## src/ulc_pkg.sv

```systemverilog
// package: register map, field positions, reset values and trigger tables of the line control block
// *****************************************************************************
// Functional notes
// *****************************************************************************
// Functional notes
// with enhanced features on, cts_n or rts_n rising sets status bit 5
// status bits 7:6 read zeros with queues off, ones with queues on
// queue control bit 0 enables queues; other bits taken only if bit 0 written one
// bit 1 with queues on pulses a receive queue pointer clear, then self-clears
// bit 2 with queues on pulses a transmit queue pointer clear, then self-clears
// bit 3 enables wake-up interrupt only with enhanced features on; resets off
// transmit request below trigger, or at empty if last reload never passed it
// receive request while receive level has reached the trigger
// receive and transmit always use the single most recently chosen table
// tables A, B, C give fixed levels indexed by the queue control codes
// table D ignores codes; trigger register writes go to rx or tx by select bit
// format bits 1:0 choose five, six, seven or eight data bits
// format bit 2 gives 1.5 stop bits at five bits, two otherwise
// format bit 3 adds parity on transmit and checks it on receive
// bit 4 low gives odd parity, high gives even, both directions
// bit 5 forces parity to one when bit 4 low, zero when high
// format bit 6 holds the serial output at space until cleared
// format bit 7 steers offsets 0 and 4 to the baud divisor registers
// handshake bit 0 drives dtr_n low when one, high when zero
// reads at the queue control offset return the interrupt status
package ulc_pkg;
	// *************************************************************************
	// register byte offsets
	// *************************************************************************
	localparam logic [7:0] OFS_DIV_LO = 8'h00;
	localparam logic [7:0] OFS_DIV_HI = 8'h04;
	localparam logic [7:0] OFS_QCTL   = 8'h08;
	localparam logic [7:0] OFS_CFMT   = 8'h0C;
	localparam logic [7:0] OFS_HSK    = 8'h10;
	localparam logic [7:0] OFS_EFC    = 8'h14;
	localparam logic [7:0] OFS_TTC    = 8'h18;
	localparam logic [7:0] OFS_PTRG   = 8'h1C;
	// *************************************************************************
	// field positions
	// *************************************************************************
	localparam int QC_EN      = 0;
	localparam int QC_RXCLR   = 1;
	localparam int QC_TXCLR   = 2;
	localparam int QC_WAKE    = 3;
	localparam int QC_TX_LO   = 4;
	localparam int QC_RX_LO   = 6;
	localparam int CF_STOP    = 2;
	localparam int CF_PAR_EN  = 3;
	localparam int CF_PAR_EV  = 4;
	localparam int CF_PAR_FRC = 5;
	localparam int CF_BREAK   = 6;
	localparam int CF_DIVACC  = 7;
	localparam int HS_DTR     = 0;
	localparam int EF_ENH     = 4;
	localparam int TT_TAB_LO  = 4;
	localparam int TT_SEL     = 7;
	localparam int IS_FLOW    = 5;
	// *************************************************************************
	// reset values and the table D code
	// *************************************************************************
	localparam logic [7:0] RST_REG8  = 8'h00;
	localparam logic [6:0] RST_PTRG  = 7'h01;
	localparam logic [1:0] TAB_D     = 2'h3;
	// *************************************************************************
	// trigger tables, indexed by the two-bit code
	// *************************************************************************
	localparam logic [3:0][6:0] TRG_RX_A = {7'h0E, 7'h08, 7'h04, 7'h01};
	localparam logic [3:0][6:0] TRG_TX_A = {7'h01, 7'h01, 7'h01, 7'h01};
	localparam logic [3:0][6:0] TRG_RX_B = {7'h1C, 7'h18, 7'h10, 7'h08};
	localparam logic [3:0][6:0] TRG_TX_B = {7'h1E, 7'h18, 7'h08, 7'h10};
	localparam logic [3:0][6:0] TRG_RX_C = {7'h3C, 7'h38, 7'h10, 7'h08};
	localparam logic [3:0][6:0] TRG_TX_C = {7'h38, 7'h20, 7'h10, 7'h08};
	// character format as seen by the shift registers
	typedef struct packed {
		logic [3:0] data_bits;
		logic       stop_half;
		logic       stop_two;
		logic       par_en;
		logic       par_even;
		logic       par_stick;
		logic       par_stick_val;
	} ulc_fmt_t;
endpackage

```

## src/ulc_top.sv

```systemverilog
// line control, queue control and status view of the serial transceiver
`timescale 1ns/1ns
module ulc_top #(
	parameter int LVL_W = 7
) (
	input  wire logic               pclk,
	input  wire logic               presetn,
	input  wire logic               pclken,
	input  wire logic               psel,
	input  wire logic               penable,
	input  wire logic               pwrite,
	input  wire logic [7:0]         paddr,
	input  wire logic [31:0]        pwdata,
	output logic      [31:0]        prdata,
	output logic                    pready,
	output logic                    pslverr,
	input  wire logic               cts_n,
	input  wire logic               rts_n,
	input  wire logic               flow_change_clr,
	input  wire logic               tx_serial,
	input  wire logic [7:0]         tx_char,
	input  wire logic [7:0]         rx_char,
	input  wire logic               rx_par_bit,
	input  wire logic               rx_char_valid,
	input  wire logic [LVL_W-1:0]   rx_level,
	input  wire logic [LVL_W-1:0]   tx_level,
	output logic                    tx_line,
	output logic                    dtr_n,
	output logic                    fifo_en,
	output logic                    rx_fifo_clr,
	output logic                    tx_fifo_clr,
	output logic                    wake_irq_en,
	output ulc_pkg::ulc_fmt_t       fmt,
	output logic                    divisor_access,
	output logic      [15:0]        divisor,
	output logic      [LVL_W-1:0]   rx_trig,
	output logic      [LVL_W-1:0]   tx_trig,
	output logic                    rx_irq_req,
	output logic                    tx_irq_req,
	output logic                    tx_par_bit,
	output logic                    rx_par_err,
	output logic                    flow_change
);
	// *************************************************************************
	// state
	// *************************************************************************
	logic [7:0]       cfmt_r;
	logic [7:0]       hsk_r;
	logic [7:0]       efc_r;
	logic [7:0]       ttc_r;
	logic [7:0]       div_lo_r;
	logic [7:0]       div_hi_r;
	logic [LVL_W-1:0] prg_rx_r;
	logic [LVL_W-1:0] prg_tx_r;
	logic [1:0]       rx_code_r;
	logic [1:0]       tx_code_r;
	logic             tx_filled_r;
	logic             cts_prev_r;
	logic             rts_prev_r;
	logic [31:0]      prdata_nxt;
	logic             pslverr_nxt;
	logic [7:0]       isr_view;
	logic [LVL_W-1:0] rx_trig_nxt;
	logic [LVL_W-1:0] tx_trig_nxt;
	logic             acc;
	logic             wr;
	logic             qwr;
	logic             enh;
	logic             flow_rise;

	assign acc = psel & penable & pready;
	assign wr  = acc & pwrite & pclken;
	assign qwr = wr & (paddr == ulc_pkg::OFS_QCTL) & pwdata[ulc_pkg::QC_EN];
	assign enh = efc_r[ulc_pkg::EF_ENH];
	assign flow_rise = enh & ((cts_n & ~cts_prev_r) | (rts_n & ~rts_prev_r));

	// *************************************************************************
	// helper functions
	// *************************************************************************
	function automatic logic [LVL_W-1:0] trig_pick(input logic [1:0] tab,
			input logic [1:0] code, input logic tx, input logic [LVL_W-1:0] prg);
		logic [6:0] v;
		v = 7'h00;
		case (tab)
			2'h0: v = tx ? ulc_pkg::TRG_TX_A[code] : ulc_pkg::TRG_RX_A[code];
			2'h1: v = tx ? ulc_pkg::TRG_TX_B[code] : ulc_pkg::TRG_RX_B[code];
			2'h2: v = tx ? ulc_pkg::TRG_TX_C[code] : ulc_pkg::TRG_RX_C[code];
			default: v = 7'h00;
		endcase
		trig_pick = (tab == ulc_pkg::TAB_D) ? prg : LVL_W'(v); // see
	endfunction

	// parity over the active data bits, or the stuck value
	function automatic logic par_calc(input logic [7:0] ch, input logic [7:0] f);
		logic [7:0] m;
		m = 8'hFF >> (2'h3 - f[1:0]);
		if (f[ulc_pkg::CF_PAR_FRC])
			par_calc = ~f[ulc_pkg::CF_PAR_EV];
		else
			par_calc = ^(ch & m) ^ ~f[ulc_pkg::CF_PAR_EV];
	endfunction

	// *************************************************************************
	// apb slave
	// *************************************************************************
	// one wait state so read data and error come straight from flops
	always_ff @(posedge pclk or negedge presetn) begin
		if (!presetn) begin
			pready  <= 1'b0;
			prdata  <= 32'h0000_0000;
			pslverr <= 1'b0;
		end else if (pclken) begin
			pready  <= psel & penable & ~pready;
			if (psel & penable & ~pready) begin
				prdata  <= pwrite ? 32'h0000_0000 : prdata_nxt;
				pslverr <= pslverr_nxt;
			end
		end
	end

	always_comb begin
		isr_view = {{2{fifo_en}}, flow_change, 1'b0, 4'h1};
		if (rx_irq_req)
			isr_view[3:0] = 4'h4;
		else if (tx_irq_req)
			isr_view[3:0] = 4'h2;
		else if (flow_change)
			isr_view[3:0] = 4'h0;
	end

	always_comb begin
		prdata_nxt  = 32'h0000_0000;
		pslverr_nxt = 1'b0;
		case (paddr)
			ulc_pkg::OFS_DIV_LO: prdata_nxt[7:0] = cfmt_r[ulc_pkg::CF_DIVACC] ? div_lo_r : 8'h00;
			ulc_pkg::OFS_DIV_HI: prdata_nxt[7:0] = cfmt_r[ulc_pkg::CF_DIVACC] ? div_hi_r : 8'h00;
			ulc_pkg::OFS_QCTL:   prdata_nxt[7:0] = isr_view;
			ulc_pkg::OFS_CFMT:   prdata_nxt[7:0] = cfmt_r;
			ulc_pkg::OFS_HSK:    prdata_nxt[7:0] = hsk_r;
			ulc_pkg::OFS_EFC:    prdata_nxt[7:0] = efc_r;
			ulc_pkg::OFS_TTC:    prdata_nxt[7:0] = ttc_r;
			ulc_pkg::OFS_PTRG:   prdata_nxt[LVL_W-1:0] = ttc_r[ulc_pkg::TT_SEL] ? prg_tx_r : prg_rx_r;
			default:             pslverr_nxt = 1'b1;
		endcase
	end

	// *************************************************************************
	// plain read/write registers
	// *************************************************************************
	always_ff @(posedge pclk or negedge presetn) begin
		if (!presetn) begin
			cfmt_r   <= ulc_pkg::RST_REG8;
			hsk_r    <= ulc_pkg::RST_REG8;
			efc_r    <= ulc_pkg::RST_REG8;
			ttc_r    <= ulc_pkg::RST_REG8;
			div_lo_r <= ulc_pkg::RST_REG8;
			div_hi_r <= ulc_pkg::RST_REG8;
			prg_rx_r <= LVL_W'(ulc_pkg::RST_PTRG);
			prg_tx_r <= LVL_W'(ulc_pkg::RST_PTRG);
		end else if (wr) begin
			case (paddr)
				// data registers live elsewhere; only the divisor view is held here
				ulc_pkg::OFS_DIV_LO: if (cfmt_r[ulc_pkg::CF_DIVACC]) div_lo_r <= pwdata[7:0];
				ulc_pkg::OFS_DIV_HI: if (cfmt_r[ulc_pkg::CF_DIVACC]) div_hi_r <= pwdata[7:0];
				ulc_pkg::OFS_CFMT:   cfmt_r <= pwdata[7:0];
				ulc_pkg::OFS_HSK:    hsk_r  <= pwdata[7:0];
				ulc_pkg::OFS_EFC:    efc_r  <= pwdata[7:0];
				ulc_pkg::OFS_TTC:    ttc_r  <= pwdata[7:0];
				ulc_pkg::OFS_PTRG: begin
					if (ttc_r[ulc_pkg::TT_SEL])
						prg_tx_r <= pwdata[LVL_W-1:0];
					else
						prg_rx_r <= pwdata[LVL_W-1:0];
				end
				default: ;
			endcase
		end
	end

	// *************************************************************************
	// queue control
	// *************************************************************************
	always_ff @(posedge pclk or negedge presetn) begin
		if (!presetn) begin
			fifo_en     <= 1'b0;
			rx_fifo_clr <= 1'b0;
			tx_fifo_clr <= 1'b0;
			wake_irq_en <= 1'b0;
			rx_code_r   <= 2'h0;
			tx_code_r   <= 2'h0;
		end else if (pclken) begin
			rx_fifo_clr <= qwr & pwdata[ulc_pkg::QC_RXCLR];
			tx_fifo_clr <= qwr & pwdata[ulc_pkg::QC_TXCLR];
			if (wr & (paddr == ulc_pkg::OFS_QCTL))
				fifo_en <= pwdata[ulc_pkg::QC_EN];
			if (qwr) begin
				rx_code_r <= pwdata[ulc_pkg::QC_RX_LO +: 2];
				if (enh) begin
					wake_irq_en <= pwdata[ulc_pkg::QC_WAKE];
					tx_code_r   <= pwdata[ulc_pkg::QC_TX_LO +: 2];
				end
			end
		end
	end

	// *************************************************************************
	// trigger levels and requests
	// *************************************************************************
	// one table field feeds both directions, so the last choice always wins
	assign rx_trig_nxt = trig_pick(ttc_r[ulc_pkg::TT_TAB_LO +: 2], rx_code_r, 1'b0,
		prg_rx_r);
	assign tx_trig_nxt = trig_pick(ttc_r[ulc_pkg::TT_TAB_LO +: 2], tx_code_r, 1'b1,
		prg_tx_r);

	always_ff @(posedge pclk or negedge presetn) begin
		if (!presetn) begin
			rx_trig     <= '0;
			tx_trig     <= '0;
			rx_irq_req  <= 1'b0;
			tx_irq_req  <= 1'b0;
			tx_filled_r <= 1'b0;
		end else if (pclken) begin
			rx_trig    <= rx_trig_nxt;
			tx_trig    <= tx_trig_nxt;
			rx_irq_req <= fifo_en & (rx_level >= rx_trig_nxt);
			if (tx_level > tx_trig_nxt)
				tx_filled_r <= 1'b1;
			else if (tx_level == '0)
				tx_filled_r <= 1'b0;
			tx_irq_req <= fifo_en & (tx_filled_r ? (tx_level < tx_trig_nxt)
				: (tx_level == '0));
		end
	end

	// *************************************************************************
	// flow control change flag
	// *************************************************************************
	always_ff @(posedge pclk or negedge presetn) begin
		if (!presetn) begin
			// held at the idle level so leaving reset never looks like a rise
			cts_prev_r  <= 1'b1;
			rts_prev_r  <= 1'b1;
			flow_change <= 1'b0;
		end else if (pclken) begin
			cts_prev_r <= cts_n;
			rts_prev_r <= rts_n;
			// a rise in the clearing cycle is kept
			if (flow_rise)
				flow_change <= 1'b1;
			else if (flow_change_clr)
				flow_change <= 1'b0;
		end
	end

	// *************************************************************************
	// line format and pins
	// *************************************************************************
	always_ff @(posedge pclk or negedge presetn) begin
		if (!presetn) begin
			fmt            <= '0;
			tx_line        <= 1'b1;
			dtr_n          <= 1'b1;
			divisor_access <= 1'b0;
			divisor        <= 16'h0000;
			tx_par_bit     <= 1'b0;
			rx_par_err     <= 1'b0;
		end else if (pclken) begin
			fmt.data_bits     <= 4'h5 + {2'h0, cfmt_r[1:0]};
			fmt.stop_half     <= cfmt_r[ulc_pkg::CF_STOP] & (cfmt_r[1:0] == 2'h0);
			fmt.stop_two      <= cfmt_r[ulc_pkg::CF_STOP] & (cfmt_r[1:0] != 2'h0);
			fmt.par_en        <= cfmt_r[ulc_pkg::CF_PAR_EN];
			fmt.par_even      <= cfmt_r[ulc_pkg::CF_PAR_EV];
			fmt.par_stick     <= cfmt_r[ulc_pkg::CF_PAR_FRC];
			fmt.par_stick_val <= ~cfmt_r[ulc_pkg::CF_PAR_EV];
			tx_line        <= cfmt_r[ulc_pkg::CF_BREAK] ? 1'b0 : tx_serial;
			dtr_n          <= ~hsk_r[ulc_pkg::HS_DTR];
			divisor_access <= cfmt_r[ulc_pkg::CF_DIVACC];
			divisor        <= {div_hi_r, div_lo_r};
			tx_par_bit     <= par_calc(tx_char, cfmt_r);
			rx_par_err     <= rx_char_valid & cfmt_r[ulc_pkg::CF_PAR_EN]
				& (rx_par_bit != par_calc(rx_char, cfmt_r));
		end
	end
endmodule

```

## config.mk

```make
export PLATFORM = sky130hd
export DESIGN_NAME = ulc_top
export DESIGN_NICKNAME = d
export VERILOG_FILES = /design/src/ulc_pkg.sv /design/src/ulc_top.sv
export SDC_FILE = /design/constraint.sdc
export NUM_CORES = 1
export LEC_CHECK = 0
export ABC_AREA = 1
export BUFFER_PORTS_ARGS = -buffer_cell sky130_fd_sc_hd__buf_4
export CAP_MARGIN = 20
export CORE_UTILIZATION = 48
export DETAILED_ROUTE_END_ITERATION = 6
export GPL_ROUTABILITY_DRIVEN = 0
export MAX_ROUTING_LAYER = met4
export PLACE_DENSITY_LB_ADDON = 0.15
export REMOVE_ABC_BUFFERS = 1
export SLEW_MARGIN = 10
export SYNTH_ARGS = -nofsm -noshare
export SYNTH_HDL_FRONTEND = slang
export SYNTH_SLANG_ARGS = --single-unit
export TNS_END_PERCENT = 50
```

## constraint.sdc

```tcl
create_clock -name pclk -period 2.1 [get_ports pclk]
set_input_delay 0.105 -clock pclk [delete_from_list [all_inputs] [get_ports pclk]]
set_output_delay 0.105 -clock pclk [all_outputs]
set_load 0.02 [all_outputs]
```

==> results.toml, run 1 <==
[yosys]
yosysWarnings = 0
synthCells = 852
ys_seq_elements = 131
ys_seq_area_frac = 0.4926
synth_area_per_cell_um2 = 7.829
yosysUniqueCellTypes = 39
synth_edf_count = 0
synth_area_um2 = 6670
synth-async-reset-ratio = 1.000
ys.flop_type = "dfrtp_1"

[pwr]
p_sw_mw = 1.420
clock_power_share = 0.516
pwr-share-seq = 0.412
pwr-share-comb = 0.072
leakage_nw = 4.324
p_per_area_nw_per_um2 = 734.8
p_int_mw = 4.803
swShare = 0.2282
ir_drop_v = 0.0005183
p_total_mw = 6.223

[cts]
numCtsBuffers = 17
h-tree-depth = 4
worstSkewPairLatency_ns = 0.43
clock_path_buffers = 2
cts_sinks = 131
root_buffer = "clkbuf_16"
clk_pin_slew_ns = 0.05
cts_tree = "built"

[layout]
fin_nets = 1084
fin_area_um2 = 8469
final_cell_mix = "nand2_1 (331), buf_4 (126), dfrtp_1 (123), o21ai_0 (115), inv_1 (79)"
final_common_cell = "nand2_1"
syn_to_final_growth_pct = 26.97
drive_gt1_frac = 0.1968
final_core_util = 0.6320

[sta]
finClkSkew_ns = 0.008132
fmax_ghz = 0.5193
setup_ws_ns = 0.1743
finalCritPeriodShare = 0.9170
setup_viol = 0
finalMaxSlewViolations = 0
hold_viol = 0
final.setup.tns_ns = 0
slew_headroom = 0.6391
worst_pin_slew_ns = 0.5398
post-route-min-period_ns = 1.926

[detailed_routing]
drt_pre_antenna_iters = 5
drtAntennaViolNets = 0
wl_per_cell_um = 14.26
drt_iter0_drc = 329
num_vias = 5874
vias_per_cell = 5.008
drc = 0
wl_um = 16730

[floorplanning]
dieArea_um2 = 14370
initial_core_util = 0.4978
ioPinCount = 168
dieWidth_um = 119.9
num_rows = 42
fp.coreArea_um2 = 13400
die_h_um = 119.9

[worst_setup_path]
startpoint = "tx_code_r[1]"
crit_arrival_ns = 2.28
worstPathRequired_ns = 2.45
reg2reg_from = "tx_code_r[1]"
cp-start-kind = "flop"
cp_max_fo = 3
crit_type = "reg2reg"
critPathCaptureType = "flop"

[grt]
overflow = 0
grt_max_degree = 61
track_usage = 0.2582
grt_pass1_wl_um = 27550
first_global_vias = 5711
antenna_found_initial = 1

[placement]
hpwl_um = 12010
place_ws_ns = 0.1016
placed_area_um2 = 7691
port_buffers = 119

[flow_run]
drv_cap = 0

[hold_path]
hold_path.class = "in2reg"
min_from = "tx_level[0]"

[outcome]
status = "completed"
## through the flow
stage               hold slack [ns]  cells
floorplan                   -0.1906    829
global placement            0.09002   1132
detailed placement          0.08990   1132
CTS                        0.003146   1170
global route                0.05765   1173
finish                      0.01687   1173
## layout make-up
type                       count  area, um2
timing repair buffer         135       1066
fill                        1213       4931
clock buffer                  21      470.5
antenna                        1      2.502
multi-input combinational    616       2938
tap                          176      220.2
inverter                      82      307.8
sequential                   131       3288
clock inverter                11      176.4
## metal layers
layer  routed length, um  GRT usage
met2                7867     0.4068
met3                 747    0.05086
met1                7659     0.3272
met5                   0          -
met4                 456     0.1063
## state kept, by name, indices dropped and copies added, names as in the netlist, 2 cells and up
register,count
prg_tx_r,7
div_lo_r,8
cfmt_r,8
efc_r,8
divisor,16
ttc_r,8
prg_rx_r,7
rx_trig,7
hsk_r,8
prdata,8
fmt,10
rx_code_r,2
tx_trig,7
div_hi_r,8
tx_code_r,2
## Yosys cell counts, types with 2 or more instances
library cell,instances,area share
a21oi_1,11,0.0083
buf_1,3,0.0017
buf_2,2,0.0015
buf_4,25,0.028
clkbuf_1,15,0.0084
clkinv_1,2,0.0011
dfrtp_1,125,0.47
dfstp_2,6,0.024
ha_1,19,0.036
inv_1,80,0.045
nand2_1,331,0.19
nand3_1,27,0.020
nand3_2,4,0.0060
nand4_1,5,0.0047
nor2_1,34,0.019
nor2_2,7,0.0066
nor2_4,3,0.0051
nor3_1,6,0.0045
o211ai_1,5,0.0056
o21ai_0,117,0.088
o22ai_1,2,0.0019
o31ai_1,2,0.0023
xnor2_1,2,0.0026
xor2_1,4,0.0053
## critical path, stage by stage (launching register included)
cell	delay, ns
dfrtp_1	0.38
inv_1	0.09
ha_1	0.27
inv_1	0.03
a221o_1	0.32
inv_1	0.07
ha_1	0.21
nand2_1	0.06
nor2_1	0.04
nand2_1	0.06
o211ai_1	0.09
nand2_1	0.08
nand2_1	0.05
o21ai_1	0.10
## cell families (layout without fill, tap and decap cells)
kind of cell | Yosys count | in the layout | share of synthesized area
simple gates | 422 | 422 | 0.2596
compound gates | 145 | 145 | 0.1161
flops | 131 | 131 | 0.4926
buf+inv | 128 | 249 | 0.08760
fa+ha+maj | 19 | 19 | 0.03564
xor+xnor | 6 | 6 | 0.007878
other cells | 1 | 25 | 0.0005622
## power groups by stage
stage / sequential, mW / clock [mW] / combinational, mW
2_1_floorplan: 2.63 / 0 / 0.172
3_3_place_gp: 2.61 / 0 / 0.431
3_5_place_dp: 2.61 / 0 / 0.436
4_1_cts: 2.56 / 3.24 / 0.447
5_1_grt: 2.57 / 3.36 / 0.502
6_report: 2.56 / 3.21 / 0.447
## path summary, 6_finish.rpt
kind | to | cells past startpoint | slack [ns]
max reg2reg | tx_irq_req | 13 | 0.17
max in group asynchronous | tx_line | 3 | 1.21
max | tx_irq_req | 13 | 0.17
min | tx_filled_r | 5 | 0.02
min reg2reg | tx_line | 2 | 0.47
min in group asynchronous | ttc_r[0] | 2 | 0.18
## what timing repair did
item                                   in CTS  in global routing
resized for setup                           0                 14
setup endpoints to repair                   0                  2
buffers inserted                            0                  2
endpoints found under the hold margin      36                  0
hold buffers                                6                  0
No activity file was read; power rests on OpenSTA's default activity.
==> run 2, diff against run 1 <==
--- a/config.mk
+++ b/config.mk
@@ -13,6 +13,7 @@
 export GPL_ROUTABILITY_DRIVEN = 0
 export MAX_ROUTING_LAYER = met4
 export PLACE_DENSITY_LB_ADDON = 0.15
+export RECOVER_POWER = 50
 export REMOVE_ABC_BUFFERS = 1
 export SLEW_MARGIN = 10
 export SYNTH_ARGS = -nofsm -noshare
==> results.toml, run 2 (same netlist as run 1, synthesis figures left out) <==
[detailed_routing]
drt_iter0_drc = 383
drt_pre_antenna_iters = 5
vias_per_cell = 5.034
num_vias = 5905
drtAntennaViolNets = 0
wl_per_cell_um = 14.22
drc = 0
wl_um = 16680

[hold_path]
hold_path.class = "in2reg"
min_from = "tx_level[0]"
hold_path_depth = 5
worstHoldEndpoint = "tx_filled_r"

[grt]
first_global_vias = 5711
overflow = 0
grt_pass1_wl_um = 27550
antenna_found_initial = 1
grt_max_degree = 61
track_usage = 0.2582

[floorplanning]
die_h_um = 119.9
fp.coreArea_um2 = 13400
dieWidth_um = 119.9
initial_core_util = 0.4978
dieArea_um2 = 14370
ioPinCount = 168
num_rows = 42

[placement]
dpl.cell_count = 1132
port_buffers = 119
placed_area_um2 = 7691
hpwl_um = 12010

[worst_setup_path]
reg2reg_from = "tx_code_r[0]"
crit_type = "reg2reg"
r2r-end = "tx_irq_req"
crit_top_cell = "nand2_1"
worstPathRequired_ns = 2.45
crit_family = "compound AO/OA/AOI/OAI gates"
cp_max_fo = 4
crit_buf_inv = 3
path_cells = "inv_1, ha_1, inv_1, a221o_1, inv_1, ha_1, nand2_1, nor2_1, nand2_1, o211ai_1, nand2_1, nand2_1, o21ai_1"
r2r_cells = 13
critPathCaptureType = "flop"
crit_arrival_ns = 2.28
cp_slowest_stage_delay_ns = 0.39
path_depth = 13
r2r_slack_ns = 0.17
slowest_stage = "dfrtp_1"
cp-start-kind = "flop"

[cts]
cts_tree = "built"
clk_pin_slew_ns = 0.05
worstSkewPairLatency_ns = 0.43
cts_sinks = 131
h-tree-depth = 4
numCtsBuffers = 17
root_buffer = "clkbuf_16"
clock_path_buffers = 2

[layout]
fin_nets = 1084
fin_area_um2 = 8417
top_register = "divisor"
reg_top3 = "divisor: 16 flops, fmt: 10 flops"
final_cell_mix = "nand2_1 (331), dfrtp_1 (123), buf_4 (122), o21ai_0 (115), inv_1 (80)"
drive_gt1_frac = 0.1938
final_common_cell = "nand2_1"
largest_reg_flops = 16
finalNonFillerCells = 1173
syn_to_final_growth_pct = 26.19

[sta]
post-route-min-period_ns = 1.927
finalMaxSlewViolations = 0
hold_viol = 0
whs_ns = 0.02183
finClkSkew_ns = 0.007510
setup_viol = 0
slew_headroom = 0.3591
worst_pin_slew_ns = 0.9614
fmax_ghz = 0.5189
finalCritPeriodShare = 0.9176

[pwr]
leakage_nw = 4.300
ir_drop_v = 0.0005130
p_per_area_nw_per_um2 = 737.3

[flow_run]
drv_cap = 0

[outcome]
status = "completed"
[run 2: area by class of cell]
class	instances	area (um2)
Antenna cell	1	2.502
Clock buffer	21	470.5
Tap cell	176	220.2
Clock inverter	11	176.4
Timing Repair Buffer	135	1013
Multi-Input combinational cell	616	2938
Inverter	82	307.8
Sequential cell	131	3288
Fill cell	1224	4984
[run 2: per-layer routing]
| layer | global-route usage | share of wire | wire [um] | vias to the layer above |
|---|---|---|---|---|
| li1 | - | - | - | 2941 |
| met1 | 0.3272 | 0.45 | 7485 | 2757 |
| met2 | 0.4068 | 0.47 | 7877 | 179 |
| met3 | 0.05086 | 0.052 | 875 | 28 |
| met4 | 0.1063 | 0.026 | 439 | 0 |
| met5 | - | 0 | 0 | - |
[run 2: per-stage QoR]
step                setup WS [ns]  total power, mW  setup TNS [ns]  utilization
floorplan                  0.1323            2.801               0            -
global placement           0.1368            3.040               0       0.5740
detailed placement         0.1016            3.045               0       0.5740
CTS                       0.07481            6.251               0       0.6267
global route             -0.01259            6.414        -0.01259       0.6281
finish                     0.1730            6.206               0       0.6281
[run 2: worst max path at each step]
| stage | start | end |
|---|---|---|
| detailed placement | ttc_r[4] | rx_irq_req |
| global placement | ttc_r[5] | rx_irq_req |
| global route | ttc_r[4] | rx_irq_req |
| CTS | ttc_r[4] | rx_irq_req |
| floorplan | ttc_r[4] | tx_irq_req |
| finish | tx_code_r[0] | tx_irq_req |
[run 2: where the power goes]
group          switching (mW)  internal (mW)  total, mW
logic                   0.281          0.155      0.436
registers              0.0113           2.55       2.56
clock network            1.12           2.09       3.21
total                    1.41           4.79       6.21
[run 2: tightest hold or removal path, cell delays in order]
cell,delay [ns]
buf_4,0.08
nor4_1,0.06
nand3_1,0.06
nand2_1,0.05
nand2_1,0.05
[run 2: timing repair]
action / 4_1_cts / 5_1_grt
endpoints found under the hold margin: 36 / 0
endpoints found under the setup margin: 0 / 2
setup buffers: 0 / 2
hold buffers: 6 / 0
resized for setup: 0 / 14
